==> src/rtl/stc_consts.svh <==
`ifndef STC_CONSTS_SVH
`define STC_CONSTS_SVH
// register offsets (byte addresses, one word each)
`define STC_OFS_LOW      8'h00
`define STC_OFS_HIGH     8'h04
`define STC_OFS_CTRL     8'h08
`define STC_OFS_STATUS   8'h0C
`define STC_OFS_MASK     8'h10
`define STC_OFS_PINS     8'h14
// control field positions
`define STC_CTL_WIDE     7
`define STC_CTL_ENH_SEL  6
`define STC_CTL_PS_HI    5
`define STC_CTL_PS_LO    4
`define STC_CTL_STD_SEL  3
`define STC_CTL_SYNC_DIS 2
`define STC_CTL_CLK_SEL  1
`define STC_CTL_RUN      0
// status / mask bit
`define STC_ST_OVF       0
// reset values and counter maximum
`define STC_CTRL_RST     8'h00
`define STC_CNT_RST      16'h0000
`define STC_CNT_MAX      16'hFFFF
// instruction clock divider
`define STC_ICLK_DIV     2'h3
// special event trigger mode code
`define STC_SET_MODE     4'hB
`endif

==> src/rtl/stc_pkg.sv <==
package stc_pkg;
  typedef enum logic [1:0] {
    STC_EDGE_WAIT_LOW,
    STC_EDGE_ARMED
  } stc_edge_state_t;
  typedef logic [7:0] stc_byte_t;
endpackage : stc_pkg

==> src/rtl/stc_bus_if.sv <==
`timescale 1ns/100ps
// register strobes passed from the bus slave into the counter core
interface stc_bus_if;
  logic       low_rd;
  logic       low_wr;
  logic       high_wr;
  logic [7:0] wdata;
  modport slave (output low_rd, output low_wr, output high_wr, output wdata);
  modport core  (input low_rd, input low_wr, input high_wr, input wdata);
endinterface : stc_bus_if

==> src/rtl/stc_timer.sv <==
`timescale 1ns/100ps
`include "stc_consts.svh"
// What this block does
// - wide mode maps high-byte address to a buffer register.
// - wide mode low-byte read snapshots live high byte into buffer.
// - wide mode low-byte write loads buffer into live high byte.
// - wide mode: live high byte only reachable through the buffer.
// - low-byte write clears prescaler; high-byte write does not.
// - source select 0 counts instruction cycles, 1 external edges.
// - sync disable chooses raw or synchronised external clock.
// - prescale field divides input by 1, 2, 4 or 8.
// - counter runs only while run enable is set.
// - timebase select 1x gives this counter, 00 the other timer.
// - oscillator enabled forces shared pins to inputs, reading zero.
// - sixteen-bit counter counts up and wraps to zero.
// - wrap sets sticky overflow flag; enable gates the interrupt.
// - compare trigger mode match resets counter, starts conversion.
// - software counter write beats a same-cycle trigger reset.
// - trigger reset never sets the overflow flag.
module stc_timer (
  input  wire logic                 i_clk,
  input  wire logic                 i_rst,
  // classic wishbone slave
  input  wire logic                 i_wb_cyc,
  input  wire logic                 i_wb_stb,
  input  wire logic                 i_wb_we,
  input  wire logic [7:0]           i_wb_adr,
  input  wire logic [31:0]          i_wb_dat,
  input  wire logic [3:0]           i_wb_sel,
  output logic [31:0]               o_wb_dat,
  output logic                      o_wb_ack,
  output logic                      o_wb_err,
  // external count input and oscillator
  input  wire logic                 i_ext_count,
  input  wire logic                 i_osc_clk,
  input  wire logic                 i_low_power_osc_enable,
  // compare unit trigger inputs
  input  wire logic [3:0]           i_compare_mode_code,
  input  wire logic                 i_compare_match,
  input  wire logic                 i_adc_enable,
  // shared port pins
  input  wire logic [1:0]           i_port_pins,
  input  wire logic [1:0]           i_port_direction_reg,
  output logic [1:0]                o_port_pins_oe_n,
  output logic [1:0]                o_port_pins_in,
  // time base routing and events
  output logic                      o_timebase_this,
  output logic                      o_adc_start,
  output logic [15:0]               o_count,
  output logic                      o_irq
);
  import stc_pkg::*;

  stc_bus_if bus ();

  // register state and internal strobes
  stc_pkg::stc_byte_t ctrl;
  logic [15:0]        count;
  stc_pkg::stc_byte_t high_buf;
  logic               ovf_status;
  logic               ovf_mask;
  logic [1:0]         iclk_div;
  logic               ext_src;
  logic               ext_s1;
  logic               ext_s2;
  logic               ext_prev;
  logic               ext_level;
  stc_edge_state_t    edge_state;
  logic               tick;
  logic               inc;
  logic               ext_rise;
  logic               wide;
  logic               trig;
  logic               wrap;
  logic               req;
  logic               ack;
  logic [31:0]        rdata;
  logic               mapped;
  logic               wr;
  logic               cnt_wr;

  // address match against a given register offset
  function automatic logic hit(input logic [7:0] adr, input logic [7:0] ofs);
    hit = (adr == ofs);
  endfunction : hit

  // wide mode steers high-byte traffic through the buffer
  assign wide = ctrl[`STC_CTL_WIDE];

  // --------------------------------------------------------------
  // wishbone slave
  // --------------------------------------------------------------
  // one answer a cycle after the request; ack or err blocks a repeat
  assign req    = i_wb_cyc && i_wb_stb && !ack && !o_wb_err;
  assign mapped = hit(i_wb_adr, `STC_OFS_LOW) || hit(i_wb_adr, `STC_OFS_HIGH)
               || hit(i_wb_adr, `STC_OFS_CTRL)
               || hit(i_wb_adr, `STC_OFS_STATUS)
               || hit(i_wb_adr, `STC_OFS_MASK)
               || hit(i_wb_adr, `STC_OFS_PINS);
  assign wr     = req && mapped && i_wb_we && i_wb_sel[0];

  // strobes for the core; a low read in wide mode snapshots the high byte
  assign bus.low_rd  = req && !i_wb_we && hit(i_wb_adr, `STC_OFS_LOW);
  assign bus.low_wr  = wr && hit(i_wb_adr, `STC_OFS_LOW);
  assign bus.high_wr = wr && hit(i_wb_adr, `STC_OFS_HIGH);
  assign bus.wdata   = i_wb_dat[7:0];

  // read mux; high offset shows buffer in wide mode
  always_comb begin
    rdata = 32'h0000_0000;
    case (i_wb_adr)
      `STC_OFS_LOW:    rdata[7:0] = count[7:0];
      `STC_OFS_HIGH:   rdata[7:0] = wide ? high_buf : count[15:8];
      `STC_OFS_CTRL:   rdata[7:0] = ctrl;
      `STC_OFS_STATUS: rdata[0]   = ovf_status;
      `STC_OFS_MASK:   rdata[0]   = ovf_mask;
      `STC_OFS_PINS:   rdata[1:0] = o_port_pins_in;
      default:         rdata      = 32'h0000_0000;
    endcase
  end

  // ack pulse; the !ack term in req keeps it to one cycle
  always_ff @(posedge i_clk) begin
    if (i_rst) begin
      ack <= 1'b0;
    end else begin
      ack <= req && mapped;
    end
  end
  assign o_wb_ack = ack;

  // error pulse for holes in the map, never together with ack
  always_ff @(posedge i_clk) begin
    if (i_rst) begin
      o_wb_err <= 1'b0;
    end else begin
      o_wb_err <= req && !mapped;
    end
  end

  // read data captured with the request, held until the next one
  always_ff @(posedge i_clk) begin
    if (i_rst) begin
      o_wb_dat <= 32'h0000_0000;
    end else if (req) begin
      o_wb_dat <= rdata;
    end
  end

  // --------------------------------------------------------------
  // control, mask and status registers
  // --------------------------------------------------------------
  // control register: plain read/write byte
  always_ff @(posedge i_clk) begin
    if (i_rst) begin
      ctrl <= `STC_CTRL_RST;
    end else if (wr && hit(i_wb_adr, `STC_OFS_CTRL)) begin
      ctrl <= i_wb_dat[7:0];
    end
  end

  // interrupt mask, same layout as status
  always_ff @(posedge i_clk) begin
    if (i_rst) begin
      ovf_mask <= 1'b0;
    end else if (wr && hit(i_wb_adr, `STC_OFS_MASK)) begin
      ovf_mask <= i_wb_dat[`STC_ST_OVF];
    end
  end

  // set wins over write-one-to-clear so no wrap is lost
  always_ff @(posedge i_clk) begin
    if (i_rst) begin
      ovf_status <= 1'b0;
    end else if (wrap) begin
      ovf_status <= 1'b1;
    end else if (wr && hit(i_wb_adr, `STC_OFS_STATUS)
                 && i_wb_dat[`STC_ST_OVF]) begin
      ovf_status <= 1'b0;
    end
  end
  assign o_irq = ovf_status && ovf_mask;

  // --------------------------------------------------------------
  // clock source selection
  // --------------------------------------------------------------
  // instruction cycle is one clock in four
  always_ff @(posedge i_clk) begin
    if (i_rst) begin
      iclk_div <= 2'h0;
    end else begin
      iclk_div <= iclk_div + 2'h1;
    end
  end

  // oscillator replaces the external input whenever its enable is set
  assign ext_src = i_low_power_osc_enable ? i_osc_clk : i_ext_count;

  // two-flop synchroniser; first stage read only by second
  always_ff @(posedge i_clk) begin
    if (i_rst) begin
      ext_s1 <= 1'b0;
      ext_s2 <= 1'b0;
    end else begin
      ext_s1 <= ext_src;
      ext_s2 <= ext_s1;
    end
  end

  // previous level for edge detection; resets to the idle low level
  always_ff @(posedge i_clk) begin
    if (i_rst) begin
      ext_prev <= 1'b0;
    end else begin
      ext_prev <= ext_level;
    end
  end

  // unsynchronised path still sampled once; single clock domain here
  assign ext_level = ctrl[`STC_CTL_SYNC_DIS] ? ext_src : ext_s2;
  assign ext_rise  = ext_level && !ext_prev && (edge_state == STC_EDGE_ARMED);

  // first rising edge only counts once a falling edge was seen
  always_ff @(posedge i_clk) begin
    if (i_rst || !ctrl[`STC_CTL_CLK_SEL]) begin
      edge_state <= STC_EDGE_WAIT_LOW;
    end else begin
      case (edge_state)
        STC_EDGE_WAIT_LOW: begin
          if (!ext_level && ext_prev) begin
            edge_state <= STC_EDGE_ARMED;
          end
        end
        STC_EDGE_ARMED: edge_state <= STC_EDGE_ARMED;
        default:        edge_state <= STC_EDGE_WAIT_LOW;
      endcase
    end
  end

  // run enable gates the source, so a stopped counter holds its prescaler
  assign tick = ctrl[`STC_CTL_RUN] && (ctrl[`STC_CTL_CLK_SEL] ? ext_rise
              : (iclk_div == `STC_ICLK_DIV));

  // prescaler restarts on every low-byte write
  stc_prescale u_prescale (
    .i_clk   (i_clk),
    .i_rst   (i_rst),
    .i_tick  (tick),
    .i_clear (bus.low_wr),
    .i_sel   (ctrl[`STC_CTL_PS_HI:`STC_CTL_PS_LO]),
    .o_inc   (inc)
  );

  // --------------------------------------------------------------
  // counter and high byte buffer
  // --------------------------------------------------------------
  // trigger only in compare trigger mode on match, and only while this
  // counter is the enhanced unit's time base
  assign trig = i_compare_match && ctrl[`STC_CTL_ENH_SEL]
             && (i_compare_mode_code == `STC_SET_MODE);
  // a write reaching the live counter; a buffer-only write does not stall it
  assign cnt_wr = bus.low_wr || (bus.high_wr && !wide);
  // trigger clears without wrap flag
  assign wrap = inc && (count == `STC_CNT_MAX) && !trig
             && !cnt_wr;

  // live counter: software write first, then trigger, then count
  always_ff @(posedge i_clk) begin
    if (i_rst) begin
      count <= `STC_CNT_RST;
    end else if (cnt_wr) begin
      // write wins over a same-cycle trigger
      if (bus.low_wr) begin
        count[7:0] <= bus.wdata;
        if (wide) begin
          count[15:8] <= high_buf;
        end
      end else begin
        count[15:8] <= bus.wdata;
      end
    end else if (trig) begin
      count <= `STC_CNT_RST;
    end else if (inc) begin
      count <= count + 16'h0001;
    end
  end

  // buffer: written directly, or snapshot of live high on low read
  always_ff @(posedge i_clk) begin
    if (i_rst) begin
      high_buf <= 8'h00;
    end else if (bus.high_wr && wide) begin
      high_buf <= bus.wdata;
    end else if (bus.low_rd && wide) begin
      high_buf <= count[15:8];
    end
  end

  // --------------------------------------------------------------
  // outputs to neighbours
  // --------------------------------------------------------------
  // conversion start pulse, one cycle after the trigger
  always_ff @(posedge i_clk) begin
    if (i_rst) begin
      o_adc_start <= 1'b0;
    end else begin
      o_adc_start <= trig && i_adc_enable;
    end
  end

  // time base routing follows the enhanced-unit select bit
  always_ff @(posedge i_clk) begin
    if (i_rst) begin
      o_timebase_this <= 1'b0;
    end else begin
      o_timebase_this <= ctrl[`STC_CTL_ENH_SEL];
    end
  end

  // registered copy of the count for neighbours; one cycle late
  always_ff @(posedge i_clk) begin
    if (i_rst) begin
      o_count <= `STC_CNT_RST;
    end else begin
      o_count <= count;
    end
  end

  // --------------------------------------------------------------
  // shared port pins
  // --------------------------------------------------------------
  // oscillator owns both pins: inputs that read zero
  for (genvar p = 0; p < $bits(o_port_pins_in); p++) begin : g_pin
    assign o_port_pins_oe_n[p] = i_low_power_osc_enable
                               || i_port_direction_reg[p];
    assign o_port_pins_in[p]   = !i_low_power_osc_enable
                               && i_port_pins[p];
  end
endmodule : stc_timer

==> src/rtl/stc_prescale.sv <==
`timescale 1ns/100ps
`include "stc_consts.svh"
// prescaler: turns source ticks into counter increments
module stc_prescale (
  input  wire logic       i_clk,
  input  wire logic       i_rst,
  input  wire logic       i_tick,
  input  wire logic       i_clear,
  input  wire logic [1:0] i_sel,
  output logic            o_inc
);
  import stc_pkg::*;
  logic [2:0] count;
  logic [2:0] limit;

  // limit is ratio minus one: 0,1,3,7
  assign limit = 3'((4'h1 << i_sel) - 4'h1);
  assign o_inc = i_tick && (count == limit);

  // --------------------------------------------------------------
  // prescale counter
  // --------------------------------------------------------------
  always_ff @(posedge i_clk) begin
    if (i_rst || i_clear) begin
      count <= 3'h0;
    end else if (i_tick) begin
      count <= (count == limit) ? 3'h0 : count + 3'h1;
    end
  end
endmodule : stc_prescale

==> config.mk <==
export PLATFORM = sky130hd
export DESIGN_NAME = stc_timer
export DESIGN_NICKNAME = d
export VERILOG_FILES = /design/src/rtl/stc_pkg.sv /design/src/rtl/stc_bus_if.sv /design/src/rtl/stc_timer.sv /design/src/rtl/stc_prescale.sv
export VERILOG_INCLUDE_DIRS = /design/src /design/src/rtl
export SDC_FILE = /design/constraint.sdc
export NUM_CORES = 1
export LEC_CHECK = 0
export BUFFER_PORTS_ARGS = -buffer_cell sky130_fd_sc_hd__buf_4
export CAP_MARGIN = 15
export CELL_PAD_IN_SITES_DETAIL_PLACEMENT = 0
export CELL_PAD_IN_SITES_GLOBAL_PLACEMENT = 1
export CORE_ASPECT_RATIO = 0.8
export CORE_MARGIN = 3
export CORE_UTILIZATION = 37
export CTS_BUF_LIST = sky130_fd_sc_hd__clkbuf_4 sky130_fd_sc_hd__clkbuf_8 sky130_fd_sc_hd__clkbuf_16
export DETAILED_ROUTE_END_ITERATION = 10
export PLACE_DENSITY = 0.8
export SLEW_MARGIN = 20
export SYNTH_ARGS = -nofsm -noshare
export SYNTH_HDL_FRONTEND = slang
export SYNTH_HIERARCHICAL = 1
export SYNTH_SLANG_ARGS = --single-unit
==> constraint.sdc <==
create_clock -name i_clk -period 3.6 [get_ports i_clk]
set_input_delay 0.54 -clock i_clk [delete_from_list [all_inputs] [get_ports i_clk]]
set_output_delay 0.54 -clock i_clk [all_outputs]
set_load 0.05 [all_outputs]
==> results of run 1 <==
cell usage in the layout (no fill, tap or decap), drive strengths merged, types with 2 or more instances in the layout:
cell	n
nor3	16
bufinv	2
buf	73
nor2	52
nor3b	4
a32o	2
a22oi	11
nor4b	2
xnor2	4
clkbuf	13
o21ai	3
nand3b	2
mux2	2
nor4	6
nand2b	5
nor2b	20
a21o	5
and4	2
xor2	8
and2	4
a222oi	3
mux2i	26
a221oi	4
nand4	8
o32ai	3
nand3	9
o2bb2ai	5
or3	2
ha	3
conb	24
o22ai	8
a211oi	17
nand2	18
and3	3
dfxtp	71
or2	3
inv	10
a21oi	17
cells by family after synthesis:
kind of cell | Yosys count | synth area share (%)
AND/OR/NAND/NOR | 159 | 23.94
XOR/XNOR | 12 | 2.886
AO/OA/AOI/OAI | 83 | 16.80
buffers and inverters | 52 | 8.450
flip-flops | 71 | 39.02
multiplexers | 28 | 7.764
other | 1 | 0.1030
adder cells (fa/ha/maj) | 3 | 1.031
state kept, by name, summed over array words and instances (netlist names), 2 cells and up:
name / flops
u_prescale/count: 3
high_buf: 8
ctrl: 8
iclk_div: 2
o_count: 16
count: 16
o_wb_dat: 8
power by group:
group | switching, mW | total (mW) | internal, mW
Sequential | 0.00184 | 0.793 | 0.791
Combinational | 0.125 | 0.170 | 0.0445
Clock | 0.321 | 0.979 | 0.658
routing by layer:
metal  vias up  global-route usage [%]
met1      1519                   24.77
met2       134                   27.89
met5         -                       0
met3        14                   5.381
li1       1565                       -
met4         0                   4.585
final cells by class:
class,count,area [um^2],share of cell area (%)
well taps,115,143.9,3.210
clock buffers,13,267.8,5.973
multi-input cells,309,1999,44.60
repair buffers,73,548.0,12.22
flip-flops and latches,71,1421,31.71
inverters,10,37.54,0.8373
clock inverters,3,65.06,1.451
worst max-delay path by stage:
stage / startpoint / to / slack (ps) / cells past startpoint
finish: i_low_power_osc_enable / count[13]$_SDFFE_PP0P_ / 580 / 14
global route: i_low_power_osc_enable / count[9]$_SDFFE_PP0P_ / 340 / 14
CTS: i_low_power_osc_enable / count[13]$_SDFFE_PP0P_ / 660 / 14
detailed placement: i_low_power_osc_enable / count[13]$_SDFFE_PP0P_ / 320 / 14
global placement: i_low_power_osc_enable / count[13]$_SDFFE_PP0P_ / 400 / 14
floorplan: i_low_power_osc_enable / count[2]$_SDFFE_PP0P_ / 830 / 11
worst register-to-register path: cells and delay by family, from the launching register on:
kind | cells | cell delay, ps
AO/OA/AOI/OAI | 4 | 980
XOR/XNOR | 1 | 120
flip-flops | 1 | 380
AND/OR/NAND/NOR | 6 | 1280
stage by stage:
stage | util, % | hold slack [ps] | instances | worst slack [ps] | power, mW
global placement | 44.58 | 406.1 | 578 | 399.5 | 0.9776
finish | 48.16 | 419.9 | 594 | 580.2 | 1.942
floorplan | - | 399.2 | 432 | 829.5 | 0.9429
detailed placement | 44.58 | 422.3 | 578 | 318.7 | 0.9784
global route | 48.16 | 446.1 | 594 | 337.8 | 2.010
CTS | 48.16 | 429.9 | 594 | 660.4 | 1.962
==> results_dict.tcl, run 1 <==
set metrics [dict create \
    status "complete, no violations" \
    met2_length_mm 4.345 \
    drv_slew 0 \
    fp.coreArea_um2 9309 \
    fp.dieW_um 116.9 \
    path_clk_slew_ps 50 \
    grt_pass1_vias 3026 \
    grt-ovfl-total 0 \
    h-tree-depth 3 \
    r2r_setup_slack_ps 690 \
    cts_root_buffer "clkbuf_16" \
    avgSynthCellArea_um2 8.905 \
    timing.final.crit_share_pct 83.88 \
    yosysSeqAreaShare_pct 39.02 \
    portBuffers 67 \
    r2r-start "ctrl[2]$_SDFFE_PP0P_" \
    finalHoldViolations 0 \
    routabilityCongestion 0.8976 \
    ios 119 \
    antenna_found_initial 0 \
    insertion_delay_ps 330 \
    path_cells "buf_4, mux2i_1, nand2_1, o21ai_0, o32ai_1, and2_1, nand2_1, a211oi_2, or2_1, nand4_1, nor4_1, xor2_1, a22oi_1, nor2_1" \
    critPathArrivalTime_ps 3210 \
    crit_family "simple AND/OR/NAND/NOR gates" \
    postCtsSetupRepairBufs 0 \
    setup_violations 0 \
    fp.dieArea_um2 11080 \
    rsz0062_at_grt "false" \
    synth-seq-cells 71 \
    postCtsHoldBufs 0 \
    final_area_um2 4483 \
    nFillCells 939 \
    highest_layer "met4" \
    drt_pass1_iterations 4 \
    drc 0 \
    hold_depth 1 \
    hold_path_class "reg2reg" \
    yosysTopAreaCellShare_pct 39.02 \
    start_util_pct 39.13 \
    cts_tree "done" \
    yosys-top-cells-count "dfxtp_1 (71), nor2_1 (52), buf_4 (26), mux2i_1 (26), nor2b_1 (20)" \
    cts_buffers 9 \
    vias 3232 \
    grt_pass1_wl_mm 15.41 \
    max_stage_delay_ps 340 \
    worst-slew-pin-transition_ps 822.1 \
    synth_cell_types 58 \
    yosysTopAreaCell "dfxtp_1" \
    placed_area_um2 4150 \
    viasPerCell 5.441 \
    drt_iter0_markers 275 \
    whs_endpoint "iclk_div[0]$_SDFF_PP0_" \
    drive_above_1_share_pct 21.71 \
    cp-start-kind "input port" \
    slew_headroom_pct 44.86 \
    cts_resized 0 \
    routed-wl-met3_um 773 \
    fmax_mhz 331.2 \
    cpMostUsedCell "nand2_1" \
    area_growth_pct 23.08 \
    syn_area_um2 3642 \
    num_antenna_cells 0 \
    dp_hpwl_mm 7.196 \
    ir_drop_v 0.0001845 \
    crit_slowest_cell "a211oi_2" \
    cts_sinks 71 \
    leakagePower_nw 1.797 \
    synthFlopType "dfxtp_1" \
    power_density_nw_per_um2 433.1 \
    crit_buf_inv 1 \
    cp.required_ps 3790 \
    wl_met1_mm 4.614 \
    max_cap_viol_count 0 \
    fin_setup_tns_ps 0 \
    period_needed_ps 3020 \
    crit_type "in2reg" \
    rr_endpoint "count[13]$_SDFFE_PP0P_" \
    wire_per_inst_um 16.58 \
    crit_fanout 5 \
    nets 539 \
    die_h_um 94.74 \
    hp-start "iclk_div[0]$_SDFF_PP0_" \
    synth_edf_count 0 \
    yosysWarnings 6 \
    finClkSkew_ps 4.998 \
    reg2regPathDepth 11 \
    cts_buffer_depth 2 \
    synth_area_leaders "dfxtp_1 (39%), mux2i_1 (7.1%), buf_4 (5.4%)" \
    wl_mm 9.847 \
    grt_max_degree 67 \
    synthArstFlopShare_pct 0 \
    synth.most_common_cell "dfxtp_1" \
    critPathCaptureType "flop" \
    track_usage_pct 18.10 \
    synth_cells 409 \
    rows 31 \
    ant_nets 0 \
]
No activity file was read; power rests on OpenSTA's default activity.
==> run 2, diff against run 1 <==
--- a/config.mk
+++ b/config.mk
@@ -12,10 +12,10 @@
 export CELL_PAD_IN_SITES_GLOBAL_PLACEMENT = 1
 export CORE_ASPECT_RATIO = 0.8
 export CORE_MARGIN = 3
-export CORE_UTILIZATION = 37
+export CORE_UTILIZATION = 34
 export CTS_BUF_LIST = sky130_fd_sc_hd__clkbuf_4 sky130_fd_sc_hd__clkbuf_8 sky130_fd_sc_hd__clkbuf_16
 export DETAILED_ROUTE_END_ITERATION = 10
-export PLACE_DENSITY = 0.8
+export PLACE_DENSITY = 0.77
 export SLEW_MARGIN = 20
 export SYNTH_ARGS = -nofsm -noshare
 export SYNTH_HDL_FRONTEND = slang
==> constraint.sdc (replaced) <==
create_clock -name i_clk -period 2.66 [get_ports i_clk]
set_input_delay 0.399 -clock i_clk [delete_from_list [all_inputs] [get_ports i_clk]]
set_output_delay 0.399 -clock i_clk [all_outputs]
set_load 0.05 [all_outputs]
==> results_dict.tcl, run 2 (synthesized netlist as in run 1, its figures left out) <==
set metrics [dict create \
    hold_path_class "in2reg" \
    reg2regPathDepth 9 \
    die_h_um 98.58 \
    final_cell_mix "buf_4 (87), dfxtp_1 (71), nor2_1 (52), mux2i_1 (26), conb_1 (24)" \
    insertion_delay_ps 340 \
    worst-slew-pin-transition_ps 512.2 \
    viasPerCell 5.171 \
    gr-usage-met3_pct 4.131 \
    met2_usage_pct 23.61 \
    rows 33 \
    rsz0062_at_grt "false" \
    area_growth_pct 27.93 \
    antenna_found_initial 0 \
    grt_pass1_wl_mm 15.47 \
    status "complete, no violations" \
    wl_mm 9.936 \
    portBuffers 67 \
    critPathCaptureType "flop" \
    postCtsHoldBufs 0 \
    vias 3273 \
    crit_slowest_cell "o2bb2ai_1" \
    clkPwrFrac_pct 51.8 \
    final_area_um2 4659 \
    leakagePower_nw 1.884 \
    cts_sinks 71 \
    drive_above_1_share_pct 24.75 \
    grt_max_degree 41 \
    grt-ovfl-total 0 \
    fp.coreArea_um2 10360 \
    routabilityCongestion 0.9110 \
    cpMostUsedCell "o2bb2ai_1" \
    p_int_mw 2.101 \
    finClkSkew_ps 8.190 \
    drt_pass1_iterations 5 \
    whs_endpoint "o_adc_start$_SDFF_PP0_" \
    timing.final.crit_share_pct 91.29 \
    path_cells "o21ai_0, o32ai_1, and2_4, nor3b_2, o2bb2ai_1, or2_4, o2bb2ai_1, nand2_1, a32o_1" \
    ant_nets 0 \
    cts_tree "done" \
    period_needed_ps 2428 \
    nets 553 \
    dp_hpwl_mm 7.559 \
    power_frac_seq_pct 39.5 \
    grt_pass1_vias 2991 \
    cts_buffer_depth 2 \
    fin_util_pct 44.96 \
    top_regs "count: 16 flops, o_count: 16 flops" \
    track_usage_pct 16.49 \
    wire_per_inst_um 15.70 \
    crit_type "reg2reg" \
    cp-start-kind "flop" \
    power_frac_comb_pct 8.7 \
    critPathArrivalTime_ps 2650 \
    fmax_mhz 411.8 \
    path_clk_slew_ps 60 \
    drc 0 \
    p_sw_uw 616.1 \
    hold_depth 2 \
    p_sw_share_pct 22.67 \
    finalHoldViolations 0 \
    busiest_layer "met1" \
    drt_iter0_markers 252 \
    ir_drop_v 0.0004053 \
    r2r_setup_slack_ps 230 \
    power_density_nw_per_um2 583.2 \
    final_common_cell "buf_4" \
    hp-start "i_adc_enable" \
    slew_headroom_pct 65.85 \
    ios 119 \
    cp.required_ps 2880 \
    placed_area_um2 4287 \
    crit_fanout 6 \
    start_util_pct 35.14 \
    r2r-start "ctrl[2]$_SDFFE_PP0P_" \
    crit_buf_inv 0 \
    h-tree-depth 3 \
    cts_buffers 9 \
    rr_endpoint "count[2]$_SDFFE_PP0P_" \
    grt.met1_usage_pct 24.40 \
    setup_violations 0 \
    max_cap_viol_count 0 \
    num_antenna_cells 0 \
    fp.dieW_um 121.7 \
    max_stage_delay_ps 420 \
    crit_family "compound AO/OA/AOI/OAI gates" \
    fp.dieArea_um2 12000 \
    cts_root_buffer "clkbuf_16" \
    drv_slew 0 \
]
==> run 2: cell count changes in the layout (fill, tap and decap cells not counted), sizes merged <==
| cell | previous run | this run |
|---|---|---|
| buf | 73 | 87 |
| clkbuf | 13 | 11 |
| bufinv | 2 | 3 |
| clkinv | 1 | 2 |
==> run 2: cell type report <==
type	count	area [um^2]
fill	1008	5704
multi-input combinational	309	2016
sequential	71	1421
timing repair buffer	87	653.1
clock buffer	11	252.7
tap	140	175.2
clock inverter	5	103.9
inverter	10	37.54
==> run 2: metal layers <==
metal / part of all wire (%) / vias up / wire length [um]
li1: - / 1604 / -
met1: 48 / 1555 / 4728
met2: 43 / 103 / 4275
met3: 8.0 / 11 / 797
met4: 1.4 / 0 / 135
met5: 0 / - / 0
==> run 2: what timing repair did <==
item | CTS | global route
gates resized for setup | 0 | 4
setup buffers | 0 | 0
endpoints found under the setup margin | 0 | 14
==> run 2: worst reg2reg max path: cells and delay by family, from the launching register on <==
kind | cells | cell delay, ps
simple gates | 4 | 810
flops | 1 | 330
compound gates | 5 | 1180
==> run 2: how the worst max path moves through the flow <==
stage	slack (ps)	cells after the start	endpoint	from
4_1_cts	100	11	count[13]$_SDFFE_PP0P_	ctrl[2]$_SDFFE_PP0P_
6_report	230	9	count[2]$_SDFFE_PP0P_	ctrl[2]$_SDFFE_PP0P_
5_1_grt	50	11	ovf_status$_SDFFE_PP0P_	ctrl[2]$_SDFFE_PP0P_
2_1_floorplan	30	11	count[2]$_SDFFE_PP0P_	i_low_power_osc_enable
3_5_place_dp	-190	14	count[13]$_SDFFE_PP0P_	i_low_power_osc_enable
3_3_place_gp	-170	14	count[13]$_SDFFE_PP0P_	i_low_power_osc_enable
==> run 2: metrics by stage <==
stage          hold WS (ps)  TNS (ps)  worst slack, ps  power (mW)  cells
2_1_floorplan         399.2         0            30.49       1.276    432
6_report              314.6         0            231.8       2.717    633
5_1_grt               323.5         0            49.32       2.804    633
4_1_cts               308.1         0            103.5       2.741    633
3_5_place_dp          416.3     -1805           -193.5       1.330    617
3_3_place_gp          407.0     -1138           -174.5       1.328    617
==> run 2: power groups by stage <==
stage                     logic [mW]  registers (mW)  clock network, mW
after global placement         0.233            1.10                  0
after global routing           0.249            1.07               1.48
after detailed placement       0.234            1.10                  0
after floorplan                0.175            1.10                  0
final                          0.236            1.07               1.41
after CTS                      0.235            1.07               1.43
